<file path="config.mk">
export PLATFORM = sky130hd
export DESIGN_NAME = s8m_top
export DESIGN_NICKNAME = d
export VERILOG_FILES = /design/src/shared/s8m_pkg.sv /design/src/shared/s8m_if.sv /design/src/hw/s8m_top.sv /design/src/hw/s8m_array.sv
export SDC_FILE = /design/constraint.sdc
export NUM_CORES = 1
export LEC_CHECK = 0
export ABC_CLOCK_PERIOD_IN_PS = 9180
export BUFFER_PORTS_ARGS = -buffer_cell sky130_fd_sc_hd__buf_2
export CAP_MARGIN = 10
export CORE_MARGIN = 3
export CORE_UTILIZATION = 30
export CTS_CLUSTER_SIZE = 10
export DETAILED_ROUTE_END_ITERATION = 16
export PLACE_DENSITY_LB_ADDON = 0.08
export SYNTH_ARGS = -nofsm -noshare
export SYNTH_HDL_FRONTEND = slang
export SYNTH_SLANG_ARGS = --single-unit
</file>
<file path="constraint.sdc">
create_clock -name sys_clk -period 9.18 [get_ports sys_clk]
set_clock_uncertainty 0.2 [all_clocks]
set_input_delay 1.836 -clock sys_clk [delete_from_list [all_inputs] [get_ports sys_clk]]
set_output_delay 1.836 -clock sys_clk [all_outputs]
set_load 0.02 [all_outputs]
</file>
<file path="src/shared/s8m_pkg.sv">
// constants and helpers for the signed 8x8 multiplier
package s8m_pkg;
    localparam int          OPW        = 8;
    localparam int          WORDW      = 8;
    localparam int          PRODW      = 16;
    localparam int          FRAC_SIGN  = 14;
    localparam int          UP_HI      = 13;
    localparam int          UP_LO      = 7;
    localparam int          LO_HI      = 6;
    localparam logic [7:0]  MOST_NEG   = 8'h80;
    localparam logic [15:0] ROUND_ADD  = 16'h0040;
    localparam logic [15:0] NO_ADD     = 16'h0000;
    localparam logic [7:0]  NEG_ONE_UP = 8'h80;
    localparam logic [7:0]  NEG_ONE_LO = 8'h80;
    localparam logic [7:0]  OP_RST     = 8'h00;
    localparam logic [7:0]  WORD_RST   = 8'h00;

    // rising edge of a sampled level
    function automatic logic s8m_rise(input logic now_v, input logic old_v);
        return now_v & ~old_v;
    endfunction : s8m_rise
endpackage : s8m_pkg

</file>
<file path="src/shared/s8m_if.sv">
// carrier between the register core and the multiplier array
`timescale 1ns/1ps
interface s8m_if;
    logic [7:0] operand_a;
    logic [7:0] operand_b;
    logic       round_q;
    logic [7:0] upper_word;
    logic [7:0] lower_word;

    modport array (
        input  operand_a,
        input  operand_b,
        input  round_q,
        output upper_word,
        output lower_word
    );
    modport core (
        output operand_a,
        output operand_b,
        output round_q,
        input  upper_word,
        input  lower_word
    );
endinterface : s8m_if

</file>
<file path="src/hw/s8m_top.sv">
// register core, edge capture and output drive of the multiplier
`timescale 1ns/1ps
module s8m_top
    import s8m_pkg::*;
(
    input  wire logic       sys_clk,
    input  wire logic       rst,
    input  wire logic       clk_en,
    input  wire logic [7:0] operand_a,
    input  wire logic [7:0] operand_b,
    input  wire logic       operand_a_clock,
    input  wire logic       operand_b_clock,
    input  wire logic       product_clock,
    input  wire logic       round_request,
    input  wire logic       upper_word_output_disable,
    input  wire logic       lower_word_output_disable,
    output logic      [7:0] upper_product_word,
    output logic            upper_word_oe,
    output logic      [7:0] lower_product_word,
    output logic            lower_word_oe
);
    // ------------------------------------------------------------
    // state
    // ------------------------------------------------------------
    logic [7:0] op_a_ff;
    logic [7:0] op_b_ff;
    logic       round_ff;
    logic [7:0] upper_ff;
    logic [7:0] lower_ff;
    logic       a_clk_ff;
    logic       b_clk_ff;
    logic       p_clk_ff;
    logic       or_clk_ff;

    wire        or_clk;
    wire        a_load;
    wire        b_load;
    wire        r_load;
    wire        p_load;
    wire  [7:0] nxt_op_a;
    wire  [7:0] nxt_op_b;
    wire        nxt_round;
    wire  [7:0] nxt_upper;
    wire  [7:0] nxt_lower;

    s8m_if arr_bus ();

    // ------------------------------------------------------------
    // edge detection and load selection
    // ------------------------------------------------------------
    // low idle assumed
    assign or_clk    = operand_a_clock | operand_b_clock;
    assign a_load    = s8m_rise(operand_a_clock, a_clk_ff);
    assign b_load    = s8m_rise(operand_b_clock, b_clk_ff);
    assign p_load    = s8m_rise(product_clock, p_clk_ff);
    assign r_load    = s8m_rise(or_clk, or_clk_ff);
    assign nxt_op_a  = a_load ? operand_a : op_a_ff;
    assign nxt_op_b  = b_load ? operand_b : op_b_ff;
    assign nxt_round = r_load ? round_request : round_ff;
    assign nxt_upper = p_load ? arr_bus.upper_word : upper_ff;
    assign nxt_lower = p_load ? arr_bus.lower_word : lower_ff;

    assign arr_bus.operand_a = op_a_ff;
    assign arr_bus.operand_b = op_b_ff;
    assign arr_bus.round_q   = round_ff;

    // ------------------------------------------------------------
    // multiplier array
    // ------------------------------------------------------------
    s8m_array u_array (
        .bus (arr_bus.array)
    );

    // ------------------------------------------------------------
    // registers
    // ------------------------------------------------------------
    always_ff @(posedge sys_clk or posedge rst) begin
        if (rst) begin
            a_clk_ff  <= 1'b0;
            b_clk_ff  <= 1'b0;
            p_clk_ff  <= 1'b0;
            or_clk_ff <= 1'b0;
        end else if (clk_en) begin
            a_clk_ff  <= operand_a_clock;
            b_clk_ff  <= operand_b_clock;
            p_clk_ff  <= product_clock;
            or_clk_ff <= or_clk;
        end
    end

    always_ff @(posedge sys_clk or posedge rst) begin
        if (rst) begin
            op_a_ff  <= OP_RST;
            op_b_ff  <= OP_RST;
            round_ff <= 1'b0;
            upper_ff <= WORD_RST;
            lower_ff <= WORD_RST;
        end else if (clk_en) begin
            op_a_ff  <= nxt_op_a;
            op_b_ff  <= nxt_op_b;
            round_ff <= nxt_round;
            upper_ff <= nxt_upper;
            lower_ff <= nxt_lower;
        end
    end

    // ------------------------------------------------------------
    // outputs
    // ------------------------------------------------------------
    // two held words
    assign upper_product_word = upper_ff;
    assign lower_product_word = lower_ff;
    assign upper_word_oe      = ~upper_word_output_disable;
    assign lower_word_oe      = ~lower_word_output_disable;

    logic signed [15:0] chk_prod;
    assign chk_prod = $signed(op_a_ff) * $signed(op_b_ff);
endmodule : s8m_top

</file>
<file path="src/hw/s8m_array.sv">
// asynchronous signed multiplier array with rounding
`timescale 1ns/1ps
module s8m_array
    import s8m_pkg::*;
(
    s8m_if.array bus
);
    wire signed [15:0] full_prod;
    wire               both_neg;
    wire        [15:0] round_term;
    wire        [15:0] rounded;
    wire               product_sign_bit;

    assign full_prod  = $signed(bus.operand_a) * $signed(bus.operand_b);
    assign round_term = bus.round_q ? ROUND_ADD : NO_ADD;
    assign rounded    = 16'(full_prod + $signed(round_term));
    assign both_neg   = (bus.operand_a == MOST_NEG) &&
                        (bus.operand_b == MOST_NEG);
    assign product_sign_bit = rounded[FRAC_SIGN];
    assign bus.upper_word = both_neg ? NEG_ONE_UP :
                            {product_sign_bit, rounded[UP_HI:UP_LO]};
    assign bus.lower_word = both_neg ? NEG_ONE_LO :
                            {product_sign_bit, rounded[LO_HI:0]};
endmodule : s8m_array

</file>
==> results.md, run 1 <==
* Result of the run: finished clean
* Worst min-delay path category: flip-flop to flip-flop
* Syn Nets at 482
* Clock tree root buffer cell: sky130_fd_sc_hd__clkbuf_16
* Fillcell total at 1295
* Number of synthesized register bits at 36
* Minimum hold slack at 0.269 ns
* Critical Path RT at 9.14 ns
* Buffers added on ports at 42
* Total GRT Usage at 11.9%
* Post-route ant nets at 0
* Wire length per cell after detailed routing at 13.5 um
* Initial antenna violation count at 0
* Sequential-to-total area share from yosys stat at 23.2%
* Total negative slack at 0 ns
* Count of final hold-check violations at 0
* Worst path arrival time at 4.56 ns
* Final count of pins violating max slew at 0
* Total vias in the final route at 2529
* Clock-pin slew of the registers on the worst-case setup and hold paths at 0.06 ns
* # hold bufs at CTS at 0
* Total half-perimeter wirelength after legalization and detailed placement at 6450 um
* Worst-case clock buffer depth at 2
* Die Outline Area at 14300 sq um
* Clock latency on the worst-skew pair at 0.28 ns
* Largest fanout on the critical path at 10
* Crit-path slowest cell: sky130_fd_sc_hd__fa_1
* Post-synthesis average cell area at 10.3 sq um
* Largest net degree at the start of global routing at 37
* I/O pin count at 43
* Critical path buffers and inverters at 4
* Num CTS Buffers at 5
* Post-synthesis instance total at 378
* Tightest slew margin relative to the limit at 67.6%
* Max-cap check violation count at 0
* Final Routed Wirelength at 7860 um
* GRT overflow at 0
* Ordered cell list for the critical path: and2_1 -> fa_1 -> inv_1 -> fa_1 -> inv_1 -> fa_1 -> inv_1 -> fa_1 -> inv_1 -> ha_1 -> a211oi_1 -> o21ai_0 -> a41oi_1 -> xnor2_1 -> a21oi_1
* Post-Syn Area at 3880 sq um
* Min-Delay Path Depth at 2
* Clk sink count at 36
* Post-layout min period at 4.60 ns
* Most frequent cells in the layout: sky130_fd_sc_hd__inv_1, sky130_fd_sc_hd__fa_1, sky130_fd_sc_hd__buf_2
* Cell class contributing the biggest share of worst-path delay: adder cells
* Kind of capture point of the worst setup path: flip-flop
* Number of global-route vias before repair at 2730
* CTS H-Tree Depth at 2
* Number of buffers inserted to repair setup after CTS at 0
* Antenna cell count at 0
* Core region area at 12300 sq um
* Weighted congestion reported at the end of routability-driven placement at 0.798
* Final period utilization at 50.1%
* Quantity of gates resized following cts at 0
* Kind of critical path: flip-flop to flip-flop
* TritonRoute pass-1 iters at 4
* Crit path launch type: flip-flop
* Setup repair after global routing missed its margin: no
* Worst path depth at 15
* Post-synthesis cell type count at 40
* Async S/R FF share, synth at 100%
* Commonest register cell after synthesis: sky130_fd_sc_hd__dfrtp_1
* Yosys synthesis warning count at 0
* P&R area growth vs syn at 13.0%
* Via density per instance at 4.34
* First-iteration detailed-routing DRC count at 112
* Die outline width at 120 um
* Transition time of the tightest slew-check pin at 0.483 ns
* Post-synth EDFFs at 0
* Global-route wire length before repair at 13900 um
* Clock tree from TritonCTS: built
* Max incr delay on CP at 0.54 ns
* Final net count at 518
* Share of layout cells above drive strength 1 at 18.3%
* Most common cell after layout, fill and taps aside: sky130_fd_sc_hd__inv_1
* Final setup viols at 0
* Die Y at 120 um
* Starting utilization of the core area at 31.5%
* Highest Clock Rate at 217 MHz
* R2R cell count at 15
* DRC violations left at 0
* Std-Cell Rows at 40
==> final timing paths <==
| check | to | start | slack (ns) |
|---|---|---|---|
| setup / recovery | upper_product_word[7] | arr_bus.operand_b[4] | 4.58 |
| hold / removal | lower_product_word[6] | lower_product_word[6] | 0.27 |
| setup reg to reg | upper_product_word[7] | arr_bus.operand_b[4] | 4.58 |
| hold reg to reg | lower_product_word[6] | lower_product_word[6] | 0.27 |
| max in group asynchronous | arr_bus.operand_b[6] | rst | 7.00 |
| min in group asynchronous | lower_product_word[4] | rst | 1.45 |
==> layer usage <==
metal | share of wire (%) | GRT usage, % | up-vias | wire length (um)
met5 | 0 | 0 | - | 0
met4 | 0.55 | 2.00 | 0 | 43
met3 | 3.0 | 2.50 | 4 | 236
met2 | 43 | 17.6 | 37 | 3390
met1 | 53 | 18.3 | 1230 | 4190
li1 | - | - | 1258 | -
==> area by class of cell <==
class	count	area [sq um]	share of cell area, %
multi-input combinational	249	2580	59.0
tap	168	210	4.80
timing repair buffer	44	225	5.14
clock inverter	3	42.5	0.971
clock buffer	5	125	2.86
inverter	78	293	6.68
sequential	36	901	20.6
==> worst register-to-register path: stages (launching register included) <==
cell,delay (ns)
sky130_fd_sc_hd__dfrtp_1,0.50
sky130_fd_sc_hd__and2_1,0.24
sky130_fd_sc_hd__fa_1,0.55
sky130_fd_sc_hd__inv_1,0.06
sky130_fd_sc_hd__fa_1,0.47
sky130_fd_sc_hd__inv_1,0.05
sky130_fd_sc_hd__fa_1,0.53
sky130_fd_sc_hd__inv_1,0.05
sky130_fd_sc_hd__fa_1,0.52
sky130_fd_sc_hd__inv_1,0.04
sky130_fd_sc_hd__ha_1,0.23
sky130_fd_sc_hd__a211oi_1,0.36
sky130_fd_sc_hd__o21ai_0,0.20
sky130_fd_sc_hd__a41oi_1,0.27
sky130_fd_sc_hd__xnor2_1,0.14
sky130_fd_sc_hd__a21oi_1,0.08
==> cell usage after synthesis (2+ instances only) <==
| cell type | instances | area, sq um |
|---|---|---|
| sky130_fd_sc_hd__o21a_1 | 3 | 22.5 |
| sky130_fd_sc_hd__a21o_1 | 3 | 22.5 |
| sky130_fd_sc_hd__xnor2_1 | 7 | 61.3 |
| sky130_fd_sc_hd__nor3b_1 | 2 | 15.0 |
| sky130_fd_sc_hd__xnor3_1 | 2 | 45.0 |
| sky130_fd_sc_hd__nor4_1 | 3 | 18.8 |
| sky130_fd_sc_hd__ha_1 | 26 | 325 |
| sky130_fd_sc_hd__and2_1 | 40 | 250 |
| sky130_fd_sc_hd__o21bai_1 | 2 | 15.0 |
| sky130_fd_sc_hd__dfrtp_1 | 36 | 901 |
| sky130_fd_sc_hd__nand3b_1 | 3 | 22.5 |
| sky130_fd_sc_hd__clkbuf_1 | 5 | 18.8 |
| sky130_fd_sc_hd__o21ai_0 | 12 | 60.1 |
| sky130_fd_sc_hd__buf_2 | 3 | 15.0 |
| sky130_fd_sc_hd__o211ai_1 | 2 | 15.0 |
| sky130_fd_sc_hd__nor2_1 | 7 | 26.3 |
| sky130_fd_sc_hd__a21oi_1 | 7 | 35.0 |
| sky130_fd_sc_hd__mux2_2 | 20 | 225 |
| sky130_fd_sc_hd__xor2_1 | 2 | 17.5 |
| sky130_fd_sc_hd__a211oi_1 | 3 | 22.5 |
| sky130_fd_sc_hd__buf_6 | 4 | 45.0 |
| sky130_fd_sc_hd__buf_4 | 2 | 15.0 |
| sky130_fd_sc_hd__nand2_1 | 25 | 93.8 |
| sky130_fd_sc_hd__fa_1 | 53 | 1060 |
| sky130_fd_sc_hd__nor4b_2 | 2 | 30.0 |
| sky130_fd_sc_hd__o2111ai_1 | 2 | 17.5 |
| sky130_fd_sc_hd__inv_1 | 78 | 293 |
| sky130_fd_sc_hd__a22o_1 | 5 | 43.8 |
| sky130_fd_sc_hd__nor2b_1 | 8 | 50.1 |
==> per-stage QoR <==
stage	instance area [sq um]	utilization (%)	worst slack (ns)	cells
floorplan	3880	-	4.93	378
global placement	4210	34.2	4.56	575
detailed placement	4210	34.2	4.54	575
CTS	4380	35.6	4.51	583
global route	4380	35.6	4.31	583
finish	4380	35.6	4.58	583
==> state kept, by name, indices dropped and copies added, names as in the netlist <==
register,count
arr_bus.operand_b,8
or_clk_ff,1
arr_bus.operand_a,8
lower_product_word,7
p_clk_ff,1
a_clk_ff,1
b_clk_ff,1
arr_bus.round_q,1
upper_product_word,8
==> cells by family (layout without fill, tap and decap cells) <==
logic type,Yosys count,in the layout,synth area share [%]
multiplexers,20,20,5.81
XOR/XNOR,11,11,3.20
AND/OR/NAND/NOR,96,96,14.3
buffers and inverters,93,130,10.1
flip-flops,36,36,23.2
AO/OA/AOI/OAI,43,43,7.62
adder cells (fa/ha/maj),79,79,35.8
Power of run 1 is not shown: default switching activity piles up to over one toggle a cycle in this logic, so the estimate is an artifact.
==> inputs of run 2 (changes only) <==
Settings changed: ABC_AREA set to 1, ABC_CLOCK_PERIOD_IN_PS 9180 to 3740.
Clock period 9.18 ns to 3.74 ns, I/O delays scaled along.
==> results.md, run 2 <==
* Result of the run: finished with violations
* Violated checks: setup timing
* Critical Path RT at 3.72 ns (-5.42 ns)
* First-iteration detailed-routing DRC count at 114 (+1.8%)
* Final Routed Wirelength at 9950 um (+27%)
* Num CTS Buffers at 5 (unchanged)
* Worst path arrival time at 4.20 ns (-0.36 ns)
* Die outline width at 122 um (+2.0%)
* Worst Setup Slack post-DPL at -0.572 ns (-5.11 ns)
* Area share of the leading cell type in the synthesized netlist at 26.3% (-1.1 points)
* Total half-perimeter wirelength after legalization and detailed placement at 8070 um (+25%)
* Largest net degree at the start of global routing at 37 (unchanged)
* Sequential cell area at 918 sq um (+1.9%)
* Sequential-to-total area share from yosys stat at 22.3% (-0.93 points)
* Worst-case clock buffer depth at 2 (unchanged)
* Antenna cell count at 0 (unchanged)
* Dominant combinational cell family by area after synthesis: adder cells
* Post-layout min period at 4.22 ns (-0.380 ns)
* Highest Clock Rate at 237 MHz (+9.0%)
* Post-Syn Area at 4040 sq um (+4.2%)
* Clock tree from TritonCTS: built
* Die Outline Area at 14900 sq um (+3.9%)
* Final net count at 702 (+36%)
* Total vias in the final route at 3388 (+34%)
* Clock latency on the worst-skew pair at 0.28 ns (about the same)
* Fillcell total at 1345 (+3.9%)
* Post-synthesis cell type count at 30 (-25%)
* XOR/XNOR Fraction of Synth Area at 0% (-3.2 points)
* Share of layout cells above drive strength 1 at 35.7% (+17 points)
* Post-synthesis mux area share at 3.90% (-1.9 points)
* Count of final hold-check violations at 0 (unchanged)
* DRC violations left at 0 (unchanged)
* Final count of pins violating max slew at 0 (unchanged)
* Kind of critical path: flip-flop to flip-flop
* I/O pin count at 43 (unchanged)
* Number of synthesized register bits at 36 (unchanged)
* CTS H-Tree Depth at 2 (unchanged)
* Area contributors post-synth: sky130_fd_sc_hd__fa_1, sky130_fd_sc_hd__dfrtp_1, sky130_fd_sc_hd__inv_1
* Async S/R FF share, synth at 100% (unchanged)
* Worst min-delay path category: flip-flop to flip-flop
* Max-cap check violation count at 0 (unchanged)
* Largest fanout on the critical path at 5 (-5)
* Buffers added on ports at 42 (unchanged)
* Die Y at 122 um (+2.0%)
* Clock tree root buffer cell: sky130_fd_sc_hd__clkbuf_16
* Most frequent cells in the layout: sky130_fd_sc_hd__inv_1, sky130_fd_sc_hd__nand2_1, sky130_fd_sc_hd__buf_4
* R2R cell count at 19 (+4)
* Compound-gate portion of the synthesized area at 5.52% (-2.1 points)
* Smallest setup slack after layout at -0.483 ns (-5.06 ns)
* Transition time of the tightest slew-check pin at 0.566 ns (+0.0827 ns)
* Post-synthesis instance total at 503 (+33%)
* Initial antenna violation count at 0 (unchanged)
* Final setup viols at 8 (+8)
* P&R area growth vs syn at 32.5%
* Final period utilization at 113% (+63 points)
* Clock-pin slew of the registers on the worst-case setup and hold paths at 0.06 ns (about the same)
* Weighted congestion reported at the end of routability-driven placement at 0.810 (+1.5%)
* Syn Nets at 607 (+26%)
* Core region area at 12900 sq um (+4.6%)
* Arithmetic-cell share of the synthesized area counting full adders, half adders and majority gates at 34.3% (-1.4 points)
* Cell taking the most area after synthesis: sky130_fd_sc_hd__fa_1
* Clk sink count at 36 (unchanged)
* Post-synth EDFFs at 0 (unchanged)
* Top-count cell post-synth: sky130_fd_sc_hd__inv_1
* TritonRoute pass-1 iters at 6 (+2)
* Register-to-register setup slack at -0.48 ns (-5.06 ns)
* Post-synthesis average cell area at 8.03 sq um (-22%)
* Setup repair after global routing missed its margin: yes
* Number of global-route vias before repair at 3609 (+32%)
* Most common cell after layout, fill and taps aside: sky130_fd_sc_hd__inv_1
* Std-Cell Rows at 41 (+2.5%)
* Min-Delay Path Depth at 2 (unchanged)
* Simple-gate share of the synthesized area at 17.7% (+3.4 points)
* Global-route wire length before repair at 17200 um (+24%)
* Total GRT Usage at 14.6% (+2.7 points)
* Wire length per cell after detailed routing at 12.9 um (-4.2%)
* Crit path launch type: flip-flop
* Post-route ant nets at 0 (unchanged)
* Via density per instance at 4.39 (+1.3%)
* # hold bufs at CTS at 0 (unchanged)
* Tightest slew margin relative to the limit at 62.2% (-5.3 points)
* GRT overflow at 0 (unchanged)
* Top cells by count, synth: sky130_fd_sc_hd__inv_1, sky130_fd_sc_hd__nand2_1, sky130_fd_sc_hd__fa_1
* Commonest register cell after synthesis: sky130_fd_sc_hd__dfrtp_1
* Yosys synthesis warning count at 0 (unchanged)
* Multi-input gate area in the final layout at 2780 sq um (+7.5%)
* Starting utilization of the core area at 31.4% (-0.13 points)
* Kind of capture point of the worst setup path: flip-flop
==> run 2: changes by cell type after synthesis, moves of 6 or more <==
cell	delta
sky130_fd_sc_hd__and2_1	-40
sky130_fd_sc_hd__buf_2	+9
sky130_fd_sc_hd__inv_1	+62
sky130_fd_sc_hd__mux2_2	-6
sky130_fd_sc_hd__nand2_1	+100
sky130_fd_sc_hd__nand3_1	+17
sky130_fd_sc_hd__nor2_1	+14
sky130_fd_sc_hd__nor2b_1	-8
sky130_fd_sc_hd__xnor2_1	-7
==> run 2: area by class of cell <==
type,count,share of cell area (%)
clock buffers,5,2.34
clock inverters,3,0.795
inverters,143,10.2
multi-input cells,305,51.9
flip-flops and latches,36,17.2
well taps,172,4.02
repair buffers,107,13.6
==> run 2: worst paths after layout <==
kind                                       start               endpoint
max in group asynchronous                    rst   arr_bus.operand_a[3]
min reg2reg                lower_product_word[6]  lower_product_word[6]
max reg2reg                 arr_bus.operand_b[2]  upper_product_word[7]
min                        lower_product_word[6]  lower_product_word[6]
min in group asynchronous                    rst  lower_product_word[4]
max                         arr_bus.operand_b[2]  upper_product_word[7]
==> run 2: timing repair <==
item	CTS	global route
pin swaps	15	27
setup endpoints to repair	9	9
buffers inserted	3	16
gates resized for setup	35	50
==> run 2: cells by family after synthesis <==
family	Yosys count
fa+ha+maj	79
simple gates	175
flops	36
buf+inv	162
mux	14
compound gates	37
==> run 2: worst max-delay path: stages (launching register included) <==
cell and delay, ns:
sky130_fd_sc_hd__dfrtp_2 0.44, sky130_fd_sc_hd__nand2_4 0.07, sky130_fd_sc_hd__buf_6 0.11, sky130_fd_sc_hd__fa_1 0.51
sky130_fd_sc_hd__inv_2 0.04, sky130_fd_sc_hd__fa_1 0.51, sky130_fd_sc_hd__fa_1 0.57, sky130_fd_sc_hd__inv_2 0.04
sky130_fd_sc_hd__fa_1 0.48, sky130_fd_sc_hd__inv_2 0.05, sky130_fd_sc_hd__ha_4 0.31, sky130_fd_sc_hd__nand2_4 0.07
sky130_fd_sc_hd__nor3_4 0.20, sky130_fd_sc_hd__nand2_1 0.08, sky130_fd_sc_hd__nor2_1 0.13, sky130_fd_sc_hd__nor2_2 0.05
sky130_fd_sc_hd__nand3_1 0.06, sky130_fd_sc_hd__nand3_1 0.07, sky130_fd_sc_hd__nand2_1 0.09, sky130_fd_sc_hd__inv_1 0.03
==> run 2: routing by layer <==
| metal | GRT usage (%) | vias to the layer above | routed length (um) |
|---|---|---|---|
| met5 | 0 | - | 0 |
| met4 | 3.43 | 0 | 100 |
| met3 | 1.44 | 6 | 268 |
| met2 | 25.9 | 44 | 5120 |
| met1 | 19.3 | 1675 | 4460 |
| li1 | - | 1663 | - |
==> run 2: per-stage QoR <==
step	cells	TNS, ns	cell area (sq um)	util, %	hold slack [ns]
2_1_floorplan	503	-0.895	4160	-	0.291
3_3_place_gp	744	-3.56	4760	37.0	0.265
3_5_place_dp	744	-3.76	4760	37.0	0.268
4_1_cts	755	-2.59	5080	39.5	0.284
5_1_grt	771	-4.33	5350	41.5	0.313
6_report	771	-2.73	5350	41.5	0.279
Power of run 2 is left out for the same reason.
